### config.mk
export PLATFORM = sky130hd
export DESIGN_NAME = ring_ingress_event_select
export DESIGN_NICKNAME = d
export VERILOG_FILES = /design/src/ring_event_pkg.sv /design/src/io_order_if.sv /design/src/io_ordering_queue.sv /design/src/ring_ingress_event_select.sv
export VERILOG_INCLUDE_DIRS = /design/src
export SDC_FILE = /design/constraint.sdc
export NUM_CORES = 1
export LEC_CHECK = 0
export ABC_AREA = 1
export BUFFER_PORTS_ARGS = -buffer_cell sky130_fd_sc_hd__buf_2
export CELL_PAD_IN_SITES_DETAIL_PLACEMENT = 0
export CELL_PAD_IN_SITES_GLOBAL_PLACEMENT = 1
export CORE_ASPECT_RATIO = 1.25
export CORE_UTILIZATION = 41
export CTS_CLUSTER_DIAMETER = 50
export DETAILED_ROUTE_END_ITERATION = 10
export PLACE_DENSITY = 0.89
export SKIP_CTS_REPAIR_TIMING = 1
export SLEW_MARGIN = 20
export SYNTH_ARGS = -nofsm -noshare
export SYNTH_HDL_FRONTEND = slang
export SYNTH_SLANG_ARGS = --single-unit
### constraint.sdc
create_clock -name clk -period 2.8 [get_ports clk]
set_clock_uncertainty 0.2 [all_clocks]
set_input_delay 0.14 -clock clk [delete_from_list [all_inputs] [get_ports clk]]
set_output_delay 0.14 -clock clk [all_outputs]
set_load 0.03 [all_outputs]
### src/ring_event_map.svh
// offsets, field positions, codes and reset values of the ring and ingress event selector
`ifndef RING_EVENT_MAP_SVH
`define RING_EVENT_MAP_SVH

// ----------------------------------------------------------------------------
// event codes
// ----------------------------------------------------------------------------
`define EVT_REQ_RING_USE        8'h1b
`define EVT_ACK_RING_USE        8'h1c
`define EVT_DATA_RING_USE       8'h1d
`define EVT_INVALIDATE_RING_USE 8'h1e
`define EVT_RING_BOUNCE         8'h05
`define EVT_RING_SRC_THROTTLE   8'h07
`define EVT_INGRESS_STARVE      8'h12
`define EVT_INGRESS_ALLOC       8'h13
`define EVT_PROBE_RETRY         8'h31

// ----------------------------------------------------------------------------
// umask bit positions
// ----------------------------------------------------------------------------
`define UM_UP_EVEN          0
`define UM_UP_ODD           1
`define UM_DOWN_EVEN        2
`define UM_DOWN_ODD         3
`define UM_ANY_POLARITY     8'h0f
`define UM_CORE_ACK_BOUNCE  1
`define UM_CORE_DATA_BOUNCE 2
`define UM_CORE_SNOOP_BOUNCE 3
`define UM_REQ_STARVED      0
`define UM_PROBE_STARVED    1
`define UM_RESP_STARVED     2
`define UM_RESP_BIDS        3
`define UM_ALLOC_REQ        0
`define UM_ALLOC_REJECTED   1
`define UM_ALLOC_PROBE      2
`define UM_ALLOC_IO         4
`define UM_RETRY_ANY        0
`define UM_RETRY_FULL       1
`define UM_RETRY_CONFLICT   2
`define UM_RETRY_CREDIT     4

// ----------------------------------------------------------------------------
// counters and egress indices
// ----------------------------------------------------------------------------
`define NUM_COUNTERS        4
`define RING_CNT_LO         2
`define OTHER_CNT_HI        1
`define EGR_REQ             0
`define EGR_DATA            1
`define EGR_ACK             2

// ----------------------------------------------------------------------------
// register word indices (byte address = 4 * index) and fields
// ----------------------------------------------------------------------------
`define IDX_CTRL            3'h0
`define IDX_SEL0            3'h1
`define IDX_STATUS          3'h5
`define CTRL_EN_BIT         0
`define STAT_ERR_BIT        8
`define SLICE_TOTAL_RESET   4'h8

`endif

### src/ring_event_pkg.sv
// types shared by the ring and ingress event selector
package ring_event_pkg;
  typedef enum logic [1:0] {
    BUS_IDLE = 2'b01,
    BUS_DONE = 2'b10
  } bus_state_t;

  typedef struct packed {
    logic [7:0] umask;
    logic [7:0] code;
  } sel_t;

  typedef logic [3:0] pol_t;
endpackage

### src/io_order_if.sv
// carrier between the selector and its io ordering queue
`timescale 1ns/100ps
interface io_order_if #(parameter int TAG_W = 6);
  logic             ce;
  logic             arrive;
  logic [TAG_W-1:0] arrive_tag;
  logic             leave;
  logic [TAG_W-1:0] leave_tag;
  logic             alloc_seen;
  logic             order_err;
  logic [7:0]       occupancy;

  modport top   (output ce, arrive, arrive_tag, leave, leave_tag,
                 input  alloc_seen, order_err, occupancy);
  modport queue (input  ce, arrive, arrive_tag, leave, leave_tag,
                 output alloc_seen, order_err, occupancy);
endinterface

### src/io_ordering_queue.sv
// in-order queue of io request tags kept beside the request queue
`timescale 1ns/100ps
module io_ordering_queue
  import ring_event_pkg::*;
#(
  parameter int DEPTH = 8,
  parameter int TAG_W = 6
) (
  input wire logic clk,
  input wire logic rst_b,
  io_order_if.queue q
);
  localparam int PW = (DEPTH > 1) ? $clog2(DEPTH) : 1;
  localparam int CW = $clog2(DEPTH + 1);

  logic [TAG_W-1:0] tag_q [DEPTH];
  logic [PW-1:0]    wr_ptr_q;
  logic [PW-1:0]    rd_ptr_q;
  logic [CW-1:0]    count_q;

  wire full     = (count_q == CW'(DEPTH));
  wire empty    = (count_q == '0);
  // an arrival into a full queue is dropped and not counted
  wire push     = q.arrive & ~full;
  wire pop      = q.leave & ~empty;
  wire mismatch = pop & (tag_q[rd_ptr_q] != q.leave_tag);
  wire [PW-1:0] wr_next = (wr_ptr_q == PW'(DEPTH - 1)) ? '0 : wr_ptr_q + 1'b1;
  wire [PW-1:0] rd_next = (rd_ptr_q == PW'(DEPTH - 1)) ? '0 : rd_ptr_q + 1'b1;

  assign q.alloc_seen = push;
  assign q.order_err  = mismatch;
  assign q.occupancy  = 8'(count_q);

  genvar i;
  generate
    for (i = 0; i < DEPTH; i++) begin : g_entry
      always_ff @(posedge clk) begin
        if (!rst_b) begin
          tag_q[i] <= '0;
        end else if (q.ce && push && wr_ptr_q == PW'(i)) begin
          tag_q[i] <= q.arrive_tag;
        end
      end
    end
  endgenerate

  always_ff @(posedge clk) begin
    if (!rst_b) begin
      wr_ptr_q <= '0;
      rd_ptr_q <= '0;
      count_q  <= '0;
    end else if (q.ce) begin
      if (push) wr_ptr_q <= wr_next;
      if (pop) rd_ptr_q <= rd_next;
      count_q <= count_q + CW'(push) - CW'(pop);
    end
  end
endmodule

### src/ring_ingress_event_select.sv
// ring stop and ingress queue event qualification for one cache slice monitor
//
// What this block does
// - request ring use counts only in counters 2-3
// - pass or sink counts, own send does not
// - umask bits pick up/down, even/odd polarity
// - ack ring use, own code, counters 2-3
// - data ring use, own code, counters 2-3
// - ring side swaps up and down meaning
// - bounce event picks ack, data, snoop bounces
// - invalidate ring use, single ring, counters 2-3
// - source throttle counts only in counters 0-1
// - starvation event counts in counters 0-1
// - starvation umask picks which queue starves
// - allocation event picks request, probe, io queue
// - io requests kept in arrival order
// - probe retry event counts in counters 0-1
// - retry umask picks any, full, conflict, credit
// - needed full egress makes probe retry
`timescale 1ns/100ps
`include "ring_event_map.svh"
module ring_ingress_event_select
  import ring_event_pkg::*;
#(
  parameter int IO_DEPTH = 8,
  parameter int TAG_W    = 6
) (
  input  wire logic             clk,
  input  wire logic             rst_b,
  input  wire logic             ce,
  input  wire logic [4:0]       avs_address,
  input  wire logic             avs_read,
  input  wire logic             avs_write,
  input  wire logic [31:0]      avs_writedata,
  input  wire logic [3:0]       avs_byteenable,
  output wire logic [31:0]      avs_readdata,
  output wire logic             avs_waitrequest,
  input  wire logic [3:0]       req_ring_pass,
  input  wire logic [3:0]       req_ring_sink,
  input  wire logic [3:0]       req_ring_send,
  input  wire logic [3:0]       ack_ring_pass,
  input  wire logic [3:0]       ack_ring_sink,
  input  wire logic [3:0]       ack_ring_send,
  input  wire logic [3:0]       data_ring_pass,
  input  wire logic [3:0]       data_ring_sink,
  input  wire logic [3:0]       data_ring_send,
  input  wire logic [3:0]       invalidate_ring_pass,
  input  wire logic [3:0]       invalidate_ring_sink,
  input  wire logic [3:0]       invalidate_ring_send,
  input  wire logic             core_ack_bounce,
  input  wire logic             core_data_bounce,
  input  wire logic             core_snoop_bounce,
  input  wire logic             ring_src_throttle,
  input  wire logic             req_queue_starved,
  input  wire logic             probe_queue_starved,
  input  wire logic             response_queue_starved,
  input  wire logic             response_queue_bids,
  input  wire logic             req_queue_alloc,
  input  wire logic             req_queue_rejected,
  input  wire logic             probe_queue_alloc,
  input  wire logic             io_req_arrive,
  input  wire logic [TAG_W-1:0] io_req_arrive_tag,
  input  wire logic             io_req_leave,
  input  wire logic [TAG_W-1:0] io_req_leave_tag,
  input  wire logic             probe_try,
  input  wire logic [2:0]       probe_egress_need,
  input  wire logic [2:0]       egress_full,
  input  wire logic             probe_addr_conflict,
  input  wire logic             link_credit_shortage,
  output wire logic [3:0]       counter_inc
);

  // --------------------------------------------------------------------------
  // register state
  // --------------------------------------------------------------------------
  bus_state_t  bus_state_q;
  bus_state_t  bus_state_d;
  logic        waitrequest_q;
  logic [31:0] readdata_q;
  logic        en_q;
  logic [3:0]  slice_idx_q;
  logic [3:0]  slice_total_q;
  sel_t        sel_q [`NUM_COUNTERS];
  logic        order_err_q;
  logic        order_err_d;
  logic [3:0]  inc_q;

  io_order_if #(.TAG_W(TAG_W)) io_bus ();

  io_ordering_queue #(
    .DEPTH (IO_DEPTH),
    .TAG_W (TAG_W)
  ) u_io_queue (
    .clk   (clk),
    .rst_b (rst_b),
    .q     (io_bus)
  );

  assign io_bus.ce         = ce;
  assign io_bus.arrive     = io_req_arrive;
  assign io_bus.arrive_tag = io_req_arrive_tag;
  assign io_bus.leave      = io_req_leave;
  assign io_bus.leave_tag  = io_req_leave_tag;

  // --------------------------------------------------------------------------
  // avalon slave decode
  // --------------------------------------------------------------------------
  wire [2:0]  reg_idx    = avs_address[4:2];
  wire        bus_req    = avs_read | avs_write;
  // the write lands on the edge where the master sees waitrequest low
  wire        wr_commit  = (bus_state_q == BUS_DONE) & avs_write;
  wire        ctrl_wr    = wr_commit & (reg_idx == `IDX_CTRL);
  wire        status_wr  = wr_commit & (reg_idx == `IDX_STATUS);
  wire        sel_range  = (reg_idx >= `IDX_SEL0) && (reg_idx < `IDX_SEL0 + `NUM_COUNTERS);
  wire [2:0]  sel_idx    = reg_idx - `IDX_SEL0;
  wire [31:0] ctrl_word  = {16'h0, slice_total_q, slice_idx_q, 7'h0, en_q};
  wire [31:0] stat_word  = {8'h0, io_bus.occupancy, 7'h0, order_err_q, 4'h0, inc_q};
  wire [31:0] sel_word   = sel_range ? {16'h0, sel_q[sel_idx[1:0]]} : 32'h0;
  wire [31:0] rd_word    = (reg_idx == `IDX_CTRL)   ? ctrl_word :
                           (reg_idx == `IDX_STATUS) ? stat_word : sel_word;
  // status error bit is write one to clear; a new mismatch in the same cycle wins
  wire        err_clr    = status_wr & avs_byteenable[1] & avs_writedata[`STAT_ERR_BIT];

  always_comb begin
    bus_state_d = bus_state_q;
    unique case (bus_state_q)
      BUS_IDLE: begin
        if (bus_req) bus_state_d = BUS_DONE;
      end
      BUS_DONE: begin
        bus_state_d = BUS_IDLE;
      end
      default: begin
        bus_state_d = BUS_IDLE;
      end
    endcase
  end

  assign order_err_d = (order_err_q & ~err_clr) | io_bus.order_err;

  always_ff @(posedge clk) begin
    if (!rst_b) begin
      bus_state_q   <= BUS_IDLE;
      waitrequest_q <= 1'b1;
      readdata_q    <= 32'h0;
    end else if (ce) begin
      bus_state_q   <= bus_state_d;
      waitrequest_q <= (bus_state_d != BUS_DONE);
      if (bus_state_q == BUS_IDLE && avs_read) readdata_q <= rd_word;
    end
  end

  always_ff @(posedge clk) begin
    if (!rst_b) begin
      en_q          <= 1'b0;
      slice_idx_q   <= 4'h0;
      slice_total_q <= `SLICE_TOTAL_RESET;
      order_err_q   <= 1'b0;
    end else if (ce) begin
      if (ctrl_wr && avs_byteenable[0]) en_q <= avs_writedata[`CTRL_EN_BIT];
      if (ctrl_wr && avs_byteenable[1]) begin
        slice_idx_q   <= avs_writedata[11:8];
        slice_total_q <= avs_writedata[15:12];
      end
      order_err_q <= order_err_d;
    end
  end

  assign avs_readdata    = readdata_q;
  assign avs_waitrequest = waitrequest_q;

  // --------------------------------------------------------------------------
  // ring side and polarity labels
  // --------------------------------------------------------------------------
  // physical polarity bits: 0 cw even, 1 cw odd, 2 ccw even, 3 ccw odd
  // slices in the first half sit on the left side, where up is clockwise
  wire left_side = {1'b0, slice_idx_q, 1'b0} < {2'h0, slice_total_q};

  function automatic pol_t to_label(input pol_t phys, input logic left);
    to_label = left ? phys : {phys[1:0], phys[3:2]};
  endfunction

  // a slot the stop injects into is not a pass-through or a sink
  wire [3:0] req_used  = (req_ring_pass | req_ring_sink) & ~req_ring_send;
  wire [3:0] ack_used  = (ack_ring_pass | ack_ring_sink) & ~ack_ring_send;
  wire [3:0] data_used = (data_ring_pass | data_ring_sink) & ~data_ring_send;
  wire [3:0] inv_used  = (invalidate_ring_pass | invalidate_ring_sink) & ~invalidate_ring_send;
  wire [3:0] req_lab   = to_label(req_used, left_side);
  wire [3:0] ack_lab   = to_label(ack_used, left_side);
  wire [3:0] data_lab  = to_label(data_used, left_side);

  // --------------------------------------------------------------------------
  // per event condition vectors, one bit per umask bit
  // --------------------------------------------------------------------------
  wire probe_full = probe_try & |(probe_egress_need & egress_full);
  wire probe_any  = probe_full | probe_addr_conflict;

  logic [7:0] req_v;
  logic [7:0] ack_v;
  logic [7:0] data_v;
  logic [7:0] inv_v;
  logic [7:0] bounce_v;
  logic [7:0] starve_v;
  logic [7:0] alloc_v;
  logic [7:0] retry_v;

  always_comb begin
    req_v    = {4'h0, req_lab};
    ack_v    = {4'h0, ack_lab};
    data_v   = {4'h0, data_lab};
    // one invalidate ring only: polarity bits are taken as they arrive
    inv_v    = {4'h0, inv_used};
    bounce_v = 8'h0;
    bounce_v[`UM_CORE_ACK_BOUNCE]   = core_ack_bounce;
    bounce_v[`UM_CORE_DATA_BOUNCE]  = core_data_bounce;
    bounce_v[`UM_CORE_SNOOP_BOUNCE] = core_snoop_bounce;
    starve_v = 8'h0;
    starve_v[`UM_REQ_STARVED]   = req_queue_starved;
    starve_v[`UM_PROBE_STARVED] = probe_queue_starved;
    starve_v[`UM_RESP_STARVED]  = response_queue_starved;
    starve_v[`UM_RESP_BIDS]     = response_queue_bids;
    alloc_v  = 8'h0;
    alloc_v[`UM_ALLOC_REQ]      = req_queue_alloc;
    alloc_v[`UM_ALLOC_REJECTED] = req_queue_rejected;
    alloc_v[`UM_ALLOC_PROBE]    = probe_queue_alloc;
    alloc_v[`UM_ALLOC_IO]       = io_bus.alloc_seen;
    retry_v  = 8'h0;
    retry_v[`UM_RETRY_ANY]      = probe_any;
    retry_v[`UM_RETRY_FULL]     = probe_full;
    retry_v[`UM_RETRY_CONFLICT] = probe_addr_conflict;
    retry_v[`UM_RETRY_CREDIT]   = link_credit_shortage;
  end

  // --------------------------------------------------------------------------
  // per counter select, restriction and increment
  // --------------------------------------------------------------------------
  genvar g;
  generate
    for (g = 0; g < `NUM_COUNTERS; g++) begin : g_cnt
      wire [7:0] code    = sel_q[g].code;
      wire [7:0] umask   = sel_q[g].umask;
      wire       is_ring = (code == `EVT_REQ_RING_USE) || (code == `EVT_ACK_RING_USE) ||
                           (code == `EVT_DATA_RING_USE) || (code == `EVT_INVALIDATE_RING_USE);
      // ring use events live only in the upper counters, all others in the lower
      wire       allowed = is_ring ? (g >= `RING_CNT_LO) : (g <= `OTHER_CNT_HI);
      wire [7:0] cond    = (code == `EVT_REQ_RING_USE)        ? req_v    :
                           (code == `EVT_ACK_RING_USE)        ? ack_v    :
                           (code == `EVT_DATA_RING_USE)       ? data_v   :
                           (code == `EVT_INVALIDATE_RING_USE) ? inv_v    :
                           (code == `EVT_RING_BOUNCE)         ? bounce_v :
                           (code == `EVT_RING_SRC_THROTTLE)   ? {8{ring_src_throttle}} :
                           (code == `EVT_INGRESS_STARVE)      ? starve_v :
                           (code == `EVT_INGRESS_ALLOC)       ? alloc_v  :
                           (code == `EVT_PROBE_RETRY)         ? retry_v  : 8'h0;
      // throttle has no sub-selection, so its umask is ignored
      wire [7:0] eff_mask = (code == `EVT_RING_SRC_THROTTLE) ? 8'hff : umask;
      wire       hit      = en_q & allowed & |(cond & eff_mask);

      always_ff @(posedge clk) begin
        if (!rst_b) begin
          sel_q[g] <= '0;
        end else if (ce && wr_commit && sel_range && sel_idx == 3'(g)) begin
          if (avs_byteenable[0]) sel_q[g].code  <= avs_writedata[7:0];
          if (avs_byteenable[1]) sel_q[g].umask <= avs_writedata[15:8];
        end
      end

      always_ff @(posedge clk) begin
        if (!rst_b) begin
          inc_q[g] <= 1'b0;
        end else if (ce) begin
          inc_q[g] <= hit;
        end
      end
    end
  endgenerate

  assign counter_inc = inc_q;
endmodule

==> tab_implementation.tex <==
\begin{tabular}{lr}
\hline
Metric & Value \\
\hline
\multicolumn{2}{l}{\textbf{Layout}} \\
\quad Signed area change from the synthesized netlist to the final layout & 19.1\% \\
\quad Final net count & 1670 \\
\quad Area of the multi-input gates & 0.00473 mm2 \\
\quad Fin area & 0.0118 mm2 \\
\quad Layout cells sized above 1 & 0.142 \\
\quad Finished Core Util & 0.498 \\
\quad Combined flip-flop and latch cell area & 0.00436 mm2 \\
\quad Total of fill cells in the finished design & 2405 \\
\multicolumn{2}{l}{\textbf{Timing}} \\
\quad Setup repair after global routing missed its margin & no \\
\quad Total count of hold-check failures in the final report & 22 \\
\quad Slew of the pin with the lowest slew margin & 831 ps \\
\quad Setup violation total in the final timing report & 0 \\
\quad Slew margin rel. & 0.440 \\
\quad Final worst hold slack & -38.7 ps \\
\quad Max Transition Viols Final & 0 \\
\quad Final period utilization & 0.911 \\
\quad Top achievable clock speed & 0.392 GHz \\
\quad Setup Total Neg Slack & 0 ps \\
\quad Min cycle time layout & 2550 ps \\
\multicolumn{2}{l}{\textbf{Synth}} \\
\quad Fraction of synthesized area in multiplexers & 0 \\
\quad Share of synthesized area occupied by flip-flops and latches & 0.439 \\
\quad Synth warn & 0 \\
\quad Syn Area/Cell & 7.36 um2 \\
\quad Post-synth design cell area & 0.00995 mm2 \\
\quad Number of different library cells in the post-synthesis netlist & 46 \\
\quad Dominant combinational cell family by area after synthesis & simple AND/OR/NAND/NOR gates \\
\quad Xor/xnor share of the synthesized area & 0.00792 \\
\quad Area fraction in and, or, nand and nor cells after synthesis & 0.301 \\
\quad Post-synthesis register bit count & 162 \\
\quad Compound-gate portion of the synthesized area & 0.133 \\
\quad Adder-cell area share of the yosys netlist & 0.0297 \\
\quad Post-synthesis cell count & 1352 \\
\multicolumn{2}{l}{\textbf{Place}} \\
\quad Dpl hpwl & 25.6 mm \\
\quad Gpl congestion & 0.962 \\
\quad Input/output buffers & 132 \\
\quad Cell area after placement & 0.0110 mm2 \\
\multicolumn{2}{l}{\textbf{Worst hold path}} \\
\quad Kind of path behind the tightest hold check & in2reg \\
\multicolumn{2}{l}{\textbf{Flow run}} \\
\quad \# Max-Cap Violations & 0 \\
\multicolumn{2}{l}{\textbf{Pwr}} \\
\quad Sequential power share & 0.470 \\
\quad Net switching power & 1640 uW \\
\quad Static Leakage & 0.00554 uW \\
\quad Switching part of the total power & 0.283 \\
\quad Power density of the placed cells & 488 mW/mm2 \\
\quad Share of total power in combinational logic & 0.156 \\
\quad Cell-internal power & 4140 uW \\
\quad Clock power frac & 0.375 \\
\quad Worst ir drop on vdd & 0.424 mV \\
\multicolumn{2}{l}{\textbf{Critical path}} \\
\quad Startpoint types & flip-flop \\
\quad Type of the setup path with the least slack & reg2reg \\
\quad Largest delay share family, worst path & simple AND/OR/NAND/NOR gates \\
\quad Number of buffers and inverters on the critical path & 2 \\
\quad Required arrival time at the worst endpoint & 2890 ps \\
\quad Critical-path cell list & inv\_1 -> ha\_1 -> inv\_1 -> nor2\_4 -> nand3\_4 -> nand3\_4 -> nand2\_1 -> nand3\_1 -> nand2\_1 -> nor2\_1 -> nor2\_1 -> a21oi\_1 -> nand3\_1 -> nand2\_1 -> a21oi\_2 \\
\quad Stage delay of the slowest cell on the critical path & 330 ps \\
\quad Arrival time at the worst endpoint & 2640 ps \\
\quad Cell repeated most along the worst path & sky130\_fd\_sc\_hd\_\_nand2\_1 \\
\quad Master of the slowest instance on the critical path & sky130\_fd\_sc\_hd\_\_dfxtp\_1 \\
\quad Kind of capture point of the worst setup path & flip-flop \\
\quad Top fanout value on the critical path & 17 \\
\multicolumn{2}{l}{\textbf{Clock network}} \\
\quad Sinks on Clock Net & 162 \\
\quad Clk root buf & sky130\_fd\_sc\_hd\_\_clkbuf\_16 \\
\quad Bufs on Longest Clock Path & 2 \\
\quad CTS H-tree lvls & 4 \\
\quad Clock buffers created by TritonCTS & 17 \\
\quad Clock insertion delay at the later pin of the skew report & 430 ps \\
\quad Register clock-pin slew on the reported worst setup and hold paths & 70 ps \\
\quad Clock tree from TritonCTS & done \\
\multicolumn{2}{l}{\textbf{Routing}} \\
\quad Number of iterations in the first detailed-routing pass & 6 \\
\quad Routed wire length & 32.7 mm \\
\quad DRC violations left & 0 \\
\quad Vias per inst & 5.21 \\
\quad Number of DRC markers after the initial detailed-route iteration & 534 \\
\quad Total via count in the routed design & 9687 \\
\quad Mean routed wirelength per cell & 17.6 um \\
\quad Final antenna-violating net count & 0 \\
\multicolumn{2}{l}{\textbf{Global routing}} \\
\quad GR met3 Demand/Resource & 0.0404 \\
\quad Number of antenna violations at the first check in global routing & 2 \\
\quad GRT overflow & 0 \\
\quad Total routing resource utilization after global routing & 0.266 \\
\quad Met1 global-route usage & 0.277 \\
\quad Largest net degree at the start of global routing & 39 \\
\quad Via count of the first global-routing pass & 9145 \\
\quad Wire length of the first global-routing pass & 49.1 mm \\
\quad Most heavily used metal layer in global routing & met2 \\
\quad Met2 capacity usage during global routing & 0.491 \\
\multicolumn{2}{l}{\textbf{Run status}} \\
\quad Violated checks & hold timing \\
\quad Run status & complete, but fails checks \\
\multicolumn{2}{l}{\textbf{Floorplan}} \\
\quad Std cell rows & 63 \\
\quad Core ar. & 0.0238 mm2 \\
\quad Top Ports & 165 \\
\quad Chip Height & 176 um \\
\quad Die footprint & 0.0249 mm2 \\
\quad Initial cell density of the core & 0.418 \\
\quad Floorplan die width & 141 um \\
\hline
\end{tabular}
## synth_stat cells (all sizes together)
cell type | count | share of area
edfxtp | 112 | 0.34
xnor2 | 2 | 0.0018
nand3 | 105 | 0.055
a22oi | 2 | 0.0015
a31oi | 3 | 0.0019
xor2 | 7 | 0.0062
or2 | 1 | 0.00063
o41ai | 1 | 0.00088
a211oi | 2 | 0.0015
nor3 | 11 | 0.0055
conb | 1 | 0.00038
o21ai | 103 | 0.053
o221ai | 2 | 0.0018
fa | 1 | 0.0020
nand4 | 43 | 0.028
nor3b | 3 | 0.0023
and2 | 1 | 0.00063
a32o | 3 | 0.0030
clkbuf | 31 | 0.012
o211a | 1 | 0.0010
o22ai | 17 | 0.011
a21oi | 85 | 0.044
o211ai | 7 | 0.0053
o21bai | 11 | 0.0083
o2111ai | 1 | 0.00088
nor2 | 247 | 0.096
nand3b | 2 | 0.0015
dfxtp | 50 | 0.10
buf | 18 | 0.013
inv | 168 | 0.063
clkinv | 4 | 0.0015
ha | 22 | 0.028
nand2 | 285 | 0.11
## final cells by class
type,count,area share
Tap cell,325,0.0343
Sequential cell,162,0.368
Clock inverter,14,0.00855
Clock buffer,18,0.0380
Timing Repair Buffer,186,0.0963
Multi-Input combinational cell,980,0.400
Antenna cell,2,0.000422
Inverter,172,0.0545
## metrics by stage
step                power [uW]  instances  setup slack (ps)  hold WS, ps
floorplan                 3300       1363               460         70.4
global placement          3620       1800               181          236
detailed placement        3630       1800               199          244
CTS                       5770       1832               252         -205
global route              6000       1857              31.7        0.607
finish                    5780       1859               249        -38.7
## registers in the layout (all words and copies together) (netlist names), 2 cells and up, named ones only
name,cells
sel_q,64
u_io_queue.count_q,4
bus_state_q,2
u_io_queue.tag_q,48
avs_readdata,20
slice_idx_q,4
u_io_queue.wr_ptr_q,3
u_io_queue.rd_ptr_q,3
counter_inc,4
slice_total_q,4
## power by group through the flow
stage	clock (uW)	sequential [uW]	combinational (uW)
floorplan	0	2770	526
global placement	0	2760	858
detailed placement	0	2770	868
CTS	2190	2720	871
global route	2280	2730	990
finish	2170	2720	901
## layer usage
metal | vias up | wire length, um
met2 | 355 | 16800
met4 | 0 | 2120
li1 | 4817 | -
met1 | 4427 | 12100
met3 | 88 | 1670
met5 | - | 0
## layout by cell type (no fill, tap or decap), types with 4 or more instances in the layout
cell,count
sky130_fd_sc_hd__dlygate4sd3_1,25
sky130_fd_sc_hd__nand2_2,5
sky130_fd_sc_hd__nor3_1,11
sky130_fd_sc_hd__o22ai_1,17
sky130_fd_sc_hd__conb_1,12
sky130_fd_sc_hd__dfxtp_1,50
sky130_fd_sc_hd__a21oi_1,83
sky130_fd_sc_hd__nand2_1,277
sky130_fd_sc_hd__inv_2,4
sky130_fd_sc_hd__ha_1,22
sky130_fd_sc_hd__o21ai_1,9
sky130_fd_sc_hd__o21ai_0,91
sky130_fd_sc_hd__o21bai_1,11
sky130_fd_sc_hd__edfxtp_1,112
sky130_fd_sc_hd__nand4_1,42
sky130_fd_sc_hd__xor2_1,7
sky130_fd_sc_hd__nand3_1,103
sky130_fd_sc_hd__nor2_1,242
sky130_fd_sc_hd__o211ai_1,7
sky130_fd_sc_hd__buf_2,132
sky130_fd_sc_hd__clkinv_4,4
sky130_fd_sc_hd__clkinv_1,4
sky130_fd_sc_hd__clkbuf_16,18
sky130_fd_sc_hd__buf_4,28
sky130_fd_sc_hd__inv_1,165
## tightest hold or removal path, cell delays in order
cell and delay (ps):
sky130_fd_sc_hd__buf_2 90, sky130_fd_sc_hd__xor2_1 70, sky130_fd_sc_hd__nand4_1 100, sky130_fd_sc_hd__o21ai_1 60
sky130_fd_sc_hd__a21oi_1 100
## logic make-up (layout without fill, tap and decap cells)
family | after synthesis | in the layout
other | 1 | 14
adders and majority gates | 23 | 23
and+or+nand+nor | 698 | 698
DFF | 162 | 162
AOI/OAI and AO/OA | 238 | 238
buffers and inverters | 221 | 390
xor gates and xnor gates | 9 | 9
## worst paths after layout
path | start | endpoint | slack (ps) | cells after the start
worst min register to register | avs_readdata[6] | avs_readdata[6] | 270 | 2
worst min-delay path | io_req_leave_tag[1] | order_err_q | -40 | 5
worst max register to register | slice_total_q[3] | counter_inc[3] | 250 | 15
worst max-delay path | slice_total_q[3] | counter_inc[3] | 250 | 15
Power figures use the tool's default switching activity.
